<file path="config.mk">
export PLATFORM = sky130hd
export DESIGN_NAME = oamu_unit
export DESIGN_NICKNAME = d
export VERILOG_FILES = /design/src/verilog/oamu_pkg.sv /design/src/verilog/oamu_unit.sv
export SDC_FILE = /design/constraint.sdc
export NUM_CORES = 1
export LEC_CHECK = 0
export BUFFER_PORTS_ARGS = -buffer_cell sky130_fd_sc_hd__buf_4
export CORE_MARGIN = 2
export CORE_UTILIZATION = 55
export CTS_CLUSTER_DIAMETER = 200
export CTS_CLUSTER_SIZE = 30
export DETAILED_ROUTE_END_ITERATION = 12
export GPL_TIMING_DRIVEN = 0
export PLACE_DENSITY_LB_ADDON = 0.05
export SETUP_SLACK_MARGIN = 0.15
export SYNTH_ARGS = -nofsm -noshare
export SYNTH_HDL_FRONTEND = slang
export SYNTH_SLANG_ARGS = --single-unit
</file>
<file path="constraint.sdc">
create_clock -name i_clk -period 16.93 [get_ports i_clk]
set_clock_uncertainty 0.1 [all_clocks]
set_input_delay 3.386 -clock i_clk [delete_from_list [all_inputs] [get_ports i_clk]]
set_output_delay 3.386 -clock i_clk [all_outputs]
set_load 0.005 [all_outputs]
</file>
<file path="src/verilog/oamu_pkg.sv">
// operand address mode unit: shared constants, field positions and state type
// assumes a 16-bit word machine with byte addressing and a same-clock memory port
package oamu_pkg;
  localparam int          WORD_W       = 16;
  localparam int          SPEC_W       = 6;
  localparam int          SPEC_MODE_HI = 5;
  localparam int          SPEC_MODE_LO = 3;
  localparam int          SPEC_REG_HI  = 2;
  localparam int          SPEC_REG_LO  = 0;
  localparam int          BYTE_BIT     = 15;
  localparam int          PSW_MODE_HI  = 15;
  localparam int          PSW_MODE_LO  = 14;
  localparam int          NUM_GEN      = 6;
  localparam int          NUM_SP       = 3;
  localparam logic [2:0]  MODE_REG     = 3'h0;
  localparam logic [2:0]  MODE_REG_DEF = 3'h1;
  localparam logic [2:0]  MODE_AINC    = 3'h2;
  localparam logic [2:0]  MODE_AINC_DEF = 3'h3;
  localparam logic [2:0]  MODE_ADEC    = 3'h4;
  localparam logic [2:0]  MODE_ADEC_DEF = 3'h5;
  localparam logic [2:0]  MODE_INDEX   = 3'h6;
  localparam logic [2:0]  MODE_INDEX_DEF = 3'h7;
  localparam logic [2:0]  REG_STACK    = 3'h6;
  localparam logic [2:0]  REG_PROGRAM  = 3'h7;
  localparam logic [1:0]  PSW_KERNEL   = 2'h0;
  localparam logic [1:0]  PSW_SUPER    = 2'h1;
  localparam logic [1:0]  PSW_USER     = 2'h3;
  localparam logic [1:0]  SP_KERNEL    = 2'h0;
  localparam logic [1:0]  SP_SUPER     = 2'h1;
  localparam logic [1:0]  SP_USER      = 2'h2;
  localparam logic [15:0] STEP_WORD    = 16'h0002;
  localparam logic [15:0] STEP_BYTE    = 16'h0001;
  localparam logic [15:0] EVEN_MASK    = 16'hFFFE;
  localparam logic [15:0] REG_RESET    = 16'h0000;

  typedef enum logic [1:0] {
    OAMU_IDLE,
    OAMU_EXT,
    OAMU_PTR
  } oamu_state_t;
endpackage : oamu_pkg

</file>
<file path="src/verilog/oamu_unit.sv">
// operand address mode unit: register set, mode decode and operand address sequencing
// assumes the program counter already points past the instruction word at start,
// and a memory port on i_clk that answers each held request with a one-cycle ack
`timescale 1ns/1ps
module oamu_unit (
  input  wire logic        i_clk,
  input  wire logic        i_sys_rst,
  input  wire logic        i_start,
  input  wire logic [15:0] i_instr,
  input  wire logic [5:0]  i_spec,
  input  wire logic [15:0] i_psw,
  input  wire logic        i_wr_en,
  input  wire logic [2:0]  i_wr_sel,
  input  wire logic [15:0] i_wr_data,
  input  wire logic        i_mem_ack,
  input  wire logic [15:0] i_mem_rdata,
  output logic             o_busy,
  output logic             o_mem_req,
  output logic [15:0]      o_mem_addr,
  output logic             o_done,
  output logic [15:0]      o_operand_addr,
  output logic [15:0]      o_operand,
  output logic             o_operand_is_reg,
  output logic             o_operand_is_imm,
  output logic             o_byte_op,
  output logic [15:0]      o_pc,
  output logic [15:0]      o_sp
);

  oamu_pkg::oamu_state_t state;
  oamu_pkg::oamu_state_t next_state;
  logic [15:0] gen [oamu_pkg::NUM_GEN];
  logic [15:0] next_gen [oamu_pkg::NUM_GEN];
  logic [15:0] sp [oamu_pkg::NUM_SP];
  logic [15:0] next_sp [oamu_pkg::NUM_SP];
  logic [15:0] pc;
  logic [15:0] next_pc;
  logic        next_mem_req;
  logic [15:0] next_mem_addr;
  logic        next_done;
  logic [15:0] next_operand_addr;
  logic [15:0] next_operand;
  logic        next_is_reg;
  logic        next_is_imm;
  logic        next_byte_op;
  logic [2:0]  cur_mode;
  logic [2:0]  next_mode;
  logic [2:0]  cur_reg;
  logic [2:0]  next_reg;
  logic [2:0]  start_mode;
  logic [2:0]  start_reg;
  logic [15:0] start_val;
  logic [15:0] ext_base;
  logic [15:0] step;
  logic        upd_en;
  logic [2:0]  upd_sel;
  logic [15:0] upd_val;
  logic        take;

  // psw current-mode bits pick the live stack pointer; the unused code falls back to kernel
  function automatic logic [1:0] sp_index(input logic [15:0] psw);
    unique case (psw[oamu_pkg::PSW_MODE_HI:oamu_pkg::PSW_MODE_LO])
      oamu_pkg::PSW_SUPER: sp_index = oamu_pkg::SP_SUPER;
      oamu_pkg::PSW_USER:  sp_index = oamu_pkg::SP_USER;
      default:             sp_index = oamu_pkg::SP_KERNEL;
    endcase
  endfunction : sp_index

  function automatic logic [15:0] reg_read(input logic [2:0] sel, input logic [1:0] spi,
                                           input logic [15:0] pcv, input logic [15:0] g [oamu_pkg::NUM_GEN],
                                           input logic [15:0] s [oamu_pkg::NUM_SP]);
    if (sel == oamu_pkg::REG_PROGRAM) begin
      reg_read = pcv;
    end else if (sel == oamu_pkg::REG_STACK) begin
      reg_read = s[spi];
    end else begin
      reg_read = g[sel];
    end
  endfunction : reg_read

  // stack pointer steps are forced even so interrupt frames stay word aligned
  function automatic logic [15:0] stepped(input logic [15:0] v, input logic [15:0] d,
                                          input logic up, input logic [2:0] sel);
    stepped = up ? v + d : v - d;
    if (sel == oamu_pkg::REG_STACK) begin
      stepped = stepped & oamu_pkg::EVEN_MASK;
    end
  endfunction : stepped

  assign start_mode = i_spec[oamu_pkg::SPEC_MODE_HI:oamu_pkg::SPEC_MODE_LO];
  assign start_reg  = i_spec[oamu_pkg::SPEC_REG_HI:oamu_pkg::SPEC_REG_LO];
  assign start_val  = reg_read(start_reg, sp_index(i_psw), pc, gen, sp);
  // the program counter was advanced when the extension word was requested
  assign ext_base   = reg_read(cur_reg, sp_index(i_psw), pc, gen, sp);
  // byte ops step by one except through the stack pointer or program counter
  assign step       = (i_instr[oamu_pkg::BYTE_BIT] && start_reg < oamu_pkg::REG_STACK)
                      ? oamu_pkg::STEP_BYTE : oamu_pkg::STEP_WORD;
  assign take       = i_start && state == oamu_pkg::OAMU_IDLE;
  assign o_busy     = state != oamu_pkg::OAMU_IDLE;
  assign o_pc       = pc;
  assign o_sp       = sp[sp_index(i_psw)];

  always_comb begin
    next_state        = state;
    next_gen          = gen;
    next_sp           = sp;
    next_pc           = pc;
    next_mem_req      = o_mem_req;
    next_mem_addr     = o_mem_addr;
    next_done         = 1'b0;
    next_operand_addr = o_operand_addr;
    next_operand      = o_operand;
    next_is_reg       = o_operand_is_reg;
    next_is_imm       = o_operand_is_imm;
    next_byte_op      = o_byte_op;
    next_mode         = cur_mode;
    next_reg          = cur_reg;
    upd_en            = 1'b0;
    upd_sel           = start_reg;
    upd_val           = start_val;
    unique case (state)
      oamu_pkg::OAMU_IDLE: begin
        if (take) begin
          next_mode    = start_mode;
          next_reg     = start_reg;
          next_byte_op = i_instr[oamu_pkg::BYTE_BIT];
          next_is_reg  = 1'b0;
          next_is_imm  = 1'b0;
          unique case (start_mode)
            oamu_pkg::MODE_REG: begin
              next_operand = start_val;
              next_is_reg  = 1'b1;
              next_done    = 1'b1;
            end
            oamu_pkg::MODE_REG_DEF: begin
              next_operand_addr = start_val;
              next_done         = 1'b1;
            end
            oamu_pkg::MODE_AINC: begin
              upd_en  = 1'b1;
              upd_val = stepped(start_val, step, 1'b1, start_reg);
              if (start_reg == oamu_pkg::REG_PROGRAM) begin
                next_mem_req  = 1'b1;
                next_mem_addr = start_val;
                next_state    = oamu_pkg::OAMU_EXT;
              end else begin
                next_operand_addr = start_val;
                next_done         = 1'b1;
              end
            end
            oamu_pkg::MODE_AINC_DEF: begin
              upd_en        = 1'b1;
              upd_val       = stepped(start_val, oamu_pkg::STEP_WORD, 1'b1, start_reg);
              next_mem_req  = 1'b1;
              next_mem_addr = start_val;
              next_state    = oamu_pkg::OAMU_PTR;
            end
            oamu_pkg::MODE_ADEC: begin
              upd_en            = 1'b1;
              upd_val           = stepped(start_val, step, 1'b0, start_reg);
              next_operand_addr = upd_val;
              next_done         = 1'b1;
            end
            oamu_pkg::MODE_ADEC_DEF: begin
              upd_en        = 1'b1;
              upd_val       = stepped(start_val, oamu_pkg::STEP_WORD, 1'b0, start_reg);
              next_mem_req  = 1'b1;
              next_mem_addr = upd_val;
              next_state    = oamu_pkg::OAMU_PTR;
            end
            default: begin
              // index forms: fetch the extension word and step the program counter now
              upd_en        = 1'b1;
              upd_sel       = oamu_pkg::REG_PROGRAM;
              upd_val       = pc + oamu_pkg::STEP_WORD;
              next_mem_req  = 1'b1;
              next_mem_addr = pc;
              next_state    = oamu_pkg::OAMU_EXT;
            end
          endcase
        end else if (i_wr_en) begin
          upd_en  = 1'b1;
          upd_sel = i_wr_sel;
          upd_val = i_wr_data;
        end
      end
      oamu_pkg::OAMU_EXT: begin
        if (i_mem_ack) begin
          next_mem_req = 1'b0;
          if (cur_mode == oamu_pkg::MODE_AINC) begin
            next_operand      = i_mem_rdata;
            next_operand_addr = o_mem_addr;
            next_is_imm       = 1'b1;
            next_done         = 1'b1;
            next_state        = oamu_pkg::OAMU_IDLE;
          end else if (cur_mode == oamu_pkg::MODE_INDEX) begin
            next_operand_addr = i_mem_rdata + ext_base;
            next_done         = 1'b1;
            next_state        = oamu_pkg::OAMU_IDLE;
          end else begin
            next_mem_req  = 1'b1;
            next_mem_addr = i_mem_rdata + ext_base;
            next_state    = oamu_pkg::OAMU_PTR;
          end
        end
      end
      oamu_pkg::OAMU_PTR: begin
        if (i_mem_ack) begin
          next_mem_req      = 1'b0;
          next_operand_addr = i_mem_rdata;
          next_done         = 1'b1;
          next_state        = oamu_pkg::OAMU_IDLE;
        end
      end
    endcase
    if (upd_en) begin
      if (upd_sel == oamu_pkg::REG_PROGRAM) begin
        next_pc = upd_val;
      end else if (upd_sel == oamu_pkg::REG_STACK) begin
        next_sp[sp_index(i_psw)] = upd_val;
      end else begin
        next_gen[upd_sel] = upd_val;
      end
    end
  end

  always_ff @(posedge i_clk or posedge i_sys_rst) begin
    if (i_sys_rst) begin
      state            <= oamu_pkg::OAMU_IDLE;
      gen              <= '{default: oamu_pkg::REG_RESET};
      sp               <= '{default: oamu_pkg::REG_RESET};
      pc               <= oamu_pkg::REG_RESET;
      o_mem_req        <= 1'b0;
      o_mem_addr       <= oamu_pkg::REG_RESET;
      o_done           <= 1'b0;
      o_operand_addr   <= oamu_pkg::REG_RESET;
      o_operand        <= oamu_pkg::REG_RESET;
      o_operand_is_reg <= 1'b0;
      o_operand_is_imm <= 1'b0;
      o_byte_op        <= 1'b0;
      cur_mode         <= oamu_pkg::MODE_REG;
      cur_reg          <= 3'h0;
    end else begin
      state            <= next_state;
      gen              <= next_gen;
      sp               <= next_sp;
      pc               <= next_pc;
      o_mem_req        <= next_mem_req;
      o_mem_addr       <= next_mem_addr;
      o_done           <= next_done;
      o_operand_addr   <= next_operand_addr;
      o_operand        <= next_operand;
      o_operand_is_reg <= next_is_reg;
      o_operand_is_imm <= next_is_imm;
      o_byte_op        <= next_byte_op;
      cur_mode         <= next_mode;
      cur_reg          <= next_reg;
    end
  end
endmodule : oamu_unit

</file>
## Word level (Yosys, flattened, before mapping)

Index checks and enable logic that the tools add are counted.

| word-level totals | value |
|---|---|
| register bits after elaboration | 221 |
| word-level logic and storage cells | 181 |

| cells by class | value |
|---|---|
| add/sub/neg operators | 6 |
| reductions and logical operators | 21 |
| order comparisons | 8 |
| multiplexer cells | 89 |
| eq/ne operators | 29 |
| bitwise logic cells | 7 |

Operator list:

| kind | count |
|---|---|
| $mux W16 | 30 |
| $bmux W16 S3 | 2 |
| $bwmux W96 | 1 |
| $pmux W16 S3 | 2 |
| $pmux W16 S5 | 1 |
| $pmux W16 S2 | 2 |
| $pmux W16 S4 | 1 |
| $bwmux W48 | 1 |
| $demux W16 S3 | 1 |
| $add A16 B2 Y16 const B | 2 |
| $bmux W16 S2 | 1 |
| $demux W16 S2 | 1 |
| $eq A3 B3 Y1 const B | 9 |
| $mux W1 | 24 |
| $mux W2 | 10 |
| $add A16 B16 Y16 | 1 |
| $add A16 B2 Y16 | 1 |
| $sub A16 B2 Y16 | 1 |
| $sub A16 B2 Y16 const B | 1 |
| $ne A2 B2 Y1 const B | 7 |
| $ge A4 B4 Y1 const B | 3 |
| $mux W3 | 4 |
| $not A3 Y4 | 3 |
| $pmux W2 S3 | 2 |
| 29 further kinds | 49 |

## Depth between registers and ports, before layout

| logic depth | value |
|---|---|
| depth after elaboration | 15 |
| depth in mapped cells | 20 |

## Least setup slack after synthesis

No wires, ideal clock.

| path | value |
|---|---|
| kind | input -> output |
| start point | in i_psw[14] |
| end point | out o_sp[15] |
| stages | 6 |
| setup slack | 9.035 ns |
| path buffers | 4 |
| arrival time | 4.409 ns |
| path through | buf_2 > buf_2 > buf_2 > buf_2 > nor2_1 > a21oi_1 |

| on the way | value |
|---|---|
| cells in the longest elaborated chain, start to end | 6 |
| elaborated cells between the ends (all ways) | 7 |
| classes of those cells | eq/ne (2); mux (4); bitwise (1) |

RTL lines:

| what | RTL line | text |
|---|---|---|
| from (decl) | oamu_unit.sv:11 | `input wire logic [15:0] i_psw,` |
| $eq A2 B2 Y1 or $eq A2 B1 Y1 (tied branches) | oamu_unit.sv:62 | `unique case (psw[oamu_pkg::PSW_MODE_HI:oamu_pkg::PSW_MODE_LO])` |
| $pmux W2 S2 * | oamu_unit.sv:62 |  |
| $not A2 Y3 (implied by the code) * | oamu_unit.sv:101 | `assign o_sp = sp[sp_index(i_psw)];` |
| $bmux W16 S2 * | oamu_unit.sv:101 |  |
| $mux W16 (implied by the code) * (2 in series) | oamu_unit.sv:101 |  |
| to (decl) | oamu_unit.sv:27 | `output logic [15:0] o_sp` |

Mark *: on every way between the ends. The rest lies on a longest branch, timed or not. The select of a mux whose other input is x is not followed.

## Final worst setup path

| path | value |
|---|---|
| start point | in i_spec[0] |
| end point | reg pc[11], in the netlist o_pc[11] |

| on the way | value |
|---|---|
| cells in the longest elaborated chain, start to end | 10 |
| elaborated cells between the ends (all ways) | 25 |
| classes of those cells | add/sub (4); order compare (1); eq/ne (3); mux (14); bitwise (1); reduce/logical (2) |

RTL lines:

| what | RTL line | text |
|---|---|---|
| from (decl) | oamu_unit.sv:10 | `input wire logic [5:0] i_spec,` |
| $not A3 Y4 (implied by the code) | oamu_unit.sv:77 | `reg_read = g[sel];` |
| $bmux W16 S3 | oamu_unit.sv:77 |  |
| $mux W16 (implied by the code) (2 in series) | oamu_unit.sv:77 |  |
| $mux W16 | oamu_unit.sv:74 | `end else if (sel == oamu_pkg::REG_STACK) begin` |
| $mux W16 | oamu_unit.sv:72 | `if (sel == oamu_pkg::REG_PROGRAM) begin` |
| $sub A16 B2 Y16 or $add A16 B2 Y16 (tied branches) | -- |  |
| $pmux W16 S5 | oamu_unit.sv:129 | `unique case (start_mode)` |
| $mux W16 | oamu_unit.sv:123 | `if (take) begin` |
| $mux W16 | oamu_unit.sv:121 | `unique case (state)` |
| to (signal assigned) | oamu_unit.sv:232 | `pc <= oamu_pkg::REG_RESET;` |
| to (signal assigned) | oamu_unit.sv:247 | `pc <= next_pc;` |
| to (decl) | oamu_unit.sv:36 | `logic [15:0] pc;` |

Several ways; a longest one is shown, not always the timed one. The select of a mux whose other input is x is not followed.
A chain may end at the register's enable or synchronous reset.

==> metrics <==
Total Wirelength 61.19 mm; Biggest register gen; Top Registers gen x96, sp x48; Place WS 7554 ps; Die H 170.8 um; worst hold path class register to register; critical path required time 17,270 ps; clock-pin slew on the worst setup and hold paths 110 ps; Final Wtd Congestion 1.023; drt wl/cell 27.70 um; Yosys cell types 80; port bufs 128; Slew headroom 6.730%; hold_buf cts 0; Final Cycle Share 54.33%; proportion of synthesized area in mux cells 17.33%; number of global-route vias before repair 14.75k; final net count 1,938; slew of the pin with the lowest slew margin 1399 ps; core area 0.02763 mm2; Max Root-Sink Buffers 3; Mapped Cells 1,690; Post-Syn Area per Cell 9.058 um2; first-pass GRT wire length 90.82 mm; syn nets 1,796; Final setup viols 0; cts bufs inserted 11; initial core utilization 55.40%; Critical Path Fanout Max 10; XOR/XNOR Fraction of Synth Area 2.575%; final hold vios 0; final core utilization 61.79%; Die ar. 0.02918 mm2; global-route total usage across every layer 41.91%; total gr overflow 0; CTS tree done; Worst Setup Start Kind input port; non-filler cells, final 2,209; Compound-Gate Fraction of Synth Area 21.99%; CTS HTree Levels 1; Synth Area in Adders 2.436%; post_cts resized 0; largest family of logic cells by synthesized area compound AO/OA/AOI/OAI gates; Top FF cell, synth dfrtp_1; TritonRoute pass-1 iters 6; hold slack 388.0 ps; Setup CP Type input port to register; post-synthesis sequential area ratio 36.13%; ANT cells 0; status complete, no violations; row count 61; placed insts 2,197; Clock Sinks 221; peak supply drop 136.1 uV; die width 170.8 um; largest net degree at the start of global routing 120; share of cells above drive strength 1 19.72%; simple-gate share of the synthesized area 15.07%; residual DRC count 0; worst setup margin 7732 ps; vias per cell 6.761; CP Capture Type register; Final ANT Viol Nets 0; I/O pin count 164; RSZ-0062 raised after global routing no; Area Growth Syn to Fin 11.53%; fillers 2,414; Post-DP HPWL 48.14 mm; most frequent cells in the layout 221 x dfrtp_1, 168 x nand2_1, 165 x nor2_1; Worst EP arrival 9540 ps; 1st-iter DRT viols 1,737; ys async rst share 100.0%; Synth warnings 0; most common cell after layout, fill and taps aside dfrtp_1; Max Freq 108.7 MHz; cell area after synthesis 0.01531 mm2; static leakage 7.346 nW; max_cap viols 0; initial antenna violation count 0; Worst-Skew Late Latency 510 ps; postcts setup bufs 0; FF+latch count, synth 221; Setup TNS 0 ps; power per cell area 191.9 mW/mm2; max reg flops 96; Root Buffer clkbuf_16; vias after detailed routing 14.94k; minimum clock period 9198 ps; EDFF count, synth 0; Slew Limit Fails 0
==> cell type report <==
type	instances	area, um2	area share, %
multi-input cells	1303	9092	53.26
flip-flops and latches	221	5530	32.40
repair buffers	129	988.4	5.790
plain buffers	134	564.3	3.305
well taps	378	473.0	2.770
clock buffers	11	275.3	1.612
inverters	32	127.6	0.7476
clock inverters	1	20.02	0.1173
==> Yosys cell counts, drive strengths merged (6+ instances only) <==
cell type / number / area (um2)
a221o: 7 / 70.07
o22ai: 45 / 281.5
and3: 10 / 62.56
a21o: 13 / 97.59
nand4: 28 / 187.7
nor3: 32 / 180.2
xor2: 13 / 113.9
inv: 30 / 112.6
xnor2: 32 / 280.3
mux2i: 58 / 580.6
and2: 10 / 62.56
nand3: 42 / 210.2
a221oi: 19 / 251.5
a22o: 12 / 105.1
nand2b: 10 / 62.56
ha: 25 / 312.8
clkbuf: 90 / 337.8
mux4: 23 / 518.0
a22oi: 15 / 117.6
dfrtp: 221 / 5530
nor2: 165 / 619.3
nand2: 168 / 630.6
a211oi: 14 / 115.1
o31ai: 13 / 97.59
a31oi: 18 / 118.9
a32oi: 9 / 78.83
mux2: 138 / 1554
o21ai: 112 / 560.5
o211ai: 12 / 90.09
buf: 44 / 226.5
nor4: 13 / 100.1
o221ai: 9 / 78.83
nor2b: 7 / 43.79
a21oi: 147 / 735.7
or3: 6 / 37.54
==> logic make-up (layout without fill, tap and decap cells) <==
family,after synthesis,after routing
and+or+nand+nor,505,505
buffers and inverters,166,307
xor gates and xnor gates,45,45
AOI/OAI and AO/OA,506,506
muxes,219,219
DFF,221,221
adders and majority gates,28,28
==> where the power goes <==
| group | total, mW | leakage, nW | switching [mW] | internal (mW) |
|---|---|---|---|---|
| Sequential | 0.939 | 2.85 | 0.192 | 0.748 |
| Clock | 0.299 | 0.145 | 0.178 | 0.122 |
| Combinational | 2.04 | 4.35 | 1.27 | 0.768 |
==> critical path, stage by stage <==
cell,delay (ps)
buf_2,220
buf_2,340
mux2_2,380
o22ai_1,260
a2bb2oi_2,480
buf_2,340
buf_1,450
ha_1,320
inv_1,130
a2111oi_0,780
nand2_1,440
nor3_2,350
mux2i_1,320
o21bai_1,110
a41oi_1,900
mux2_2,330
==> metal layers <==
metal | vias to the layer above | GRT usage (%) | wire (um) | share of wire (%)
li1 | 6532 | - | - | -
met1 | 7167 | 48.24 | 22150 | 36
met2 | 942 | 69.97 | 28650 | 47
met3 | 294 | 8.698 | 5374 | 8.8
met4 | 0 | 29.37 | 5027 | 8.2
met5 | - | 0 | 0 | 0
==> worst paths after layout <==
kind                                          startpoint                       end  slack (ps)  depth (start not counted)
worst max-delay path                           i_spec[0]      o_pc[11]$_DFFE_PP0P_        7730                         16
worst max register to register       o_pc[2]$_DFFE_PP0P_      o_pc[11]$_DFFE_PP0P_       10510                         14
min in group asynchronous                      i_sys_rst         sp[0]$_DFFE_PP0P_        2900                          2
max in group asynchronous                      i_sys_rst  o_operand[0]$_DFFE_PP0P_       12790                          3
worst min-delay path            o_operand[5]$_DFFE_PP0P_  o_operand[5]$_DFFE_PP0P_         390                          2
worst min register to register  o_operand[5]$_DFFE_PP0P_  o_operand[5]$_DFFE_PP0P_         390                          2
==> stage by stage <==
step | cell area (um2) | power, mW
global route | 17070 | 3.463
global placement | 16740 | 2.868
detailed placement | 16780 | 2.915
floorplan | 15310 | 2.177
CTS | 17070 | 3.211
finish | 17070 | 3.276
(Power assumes the default switching activity.)
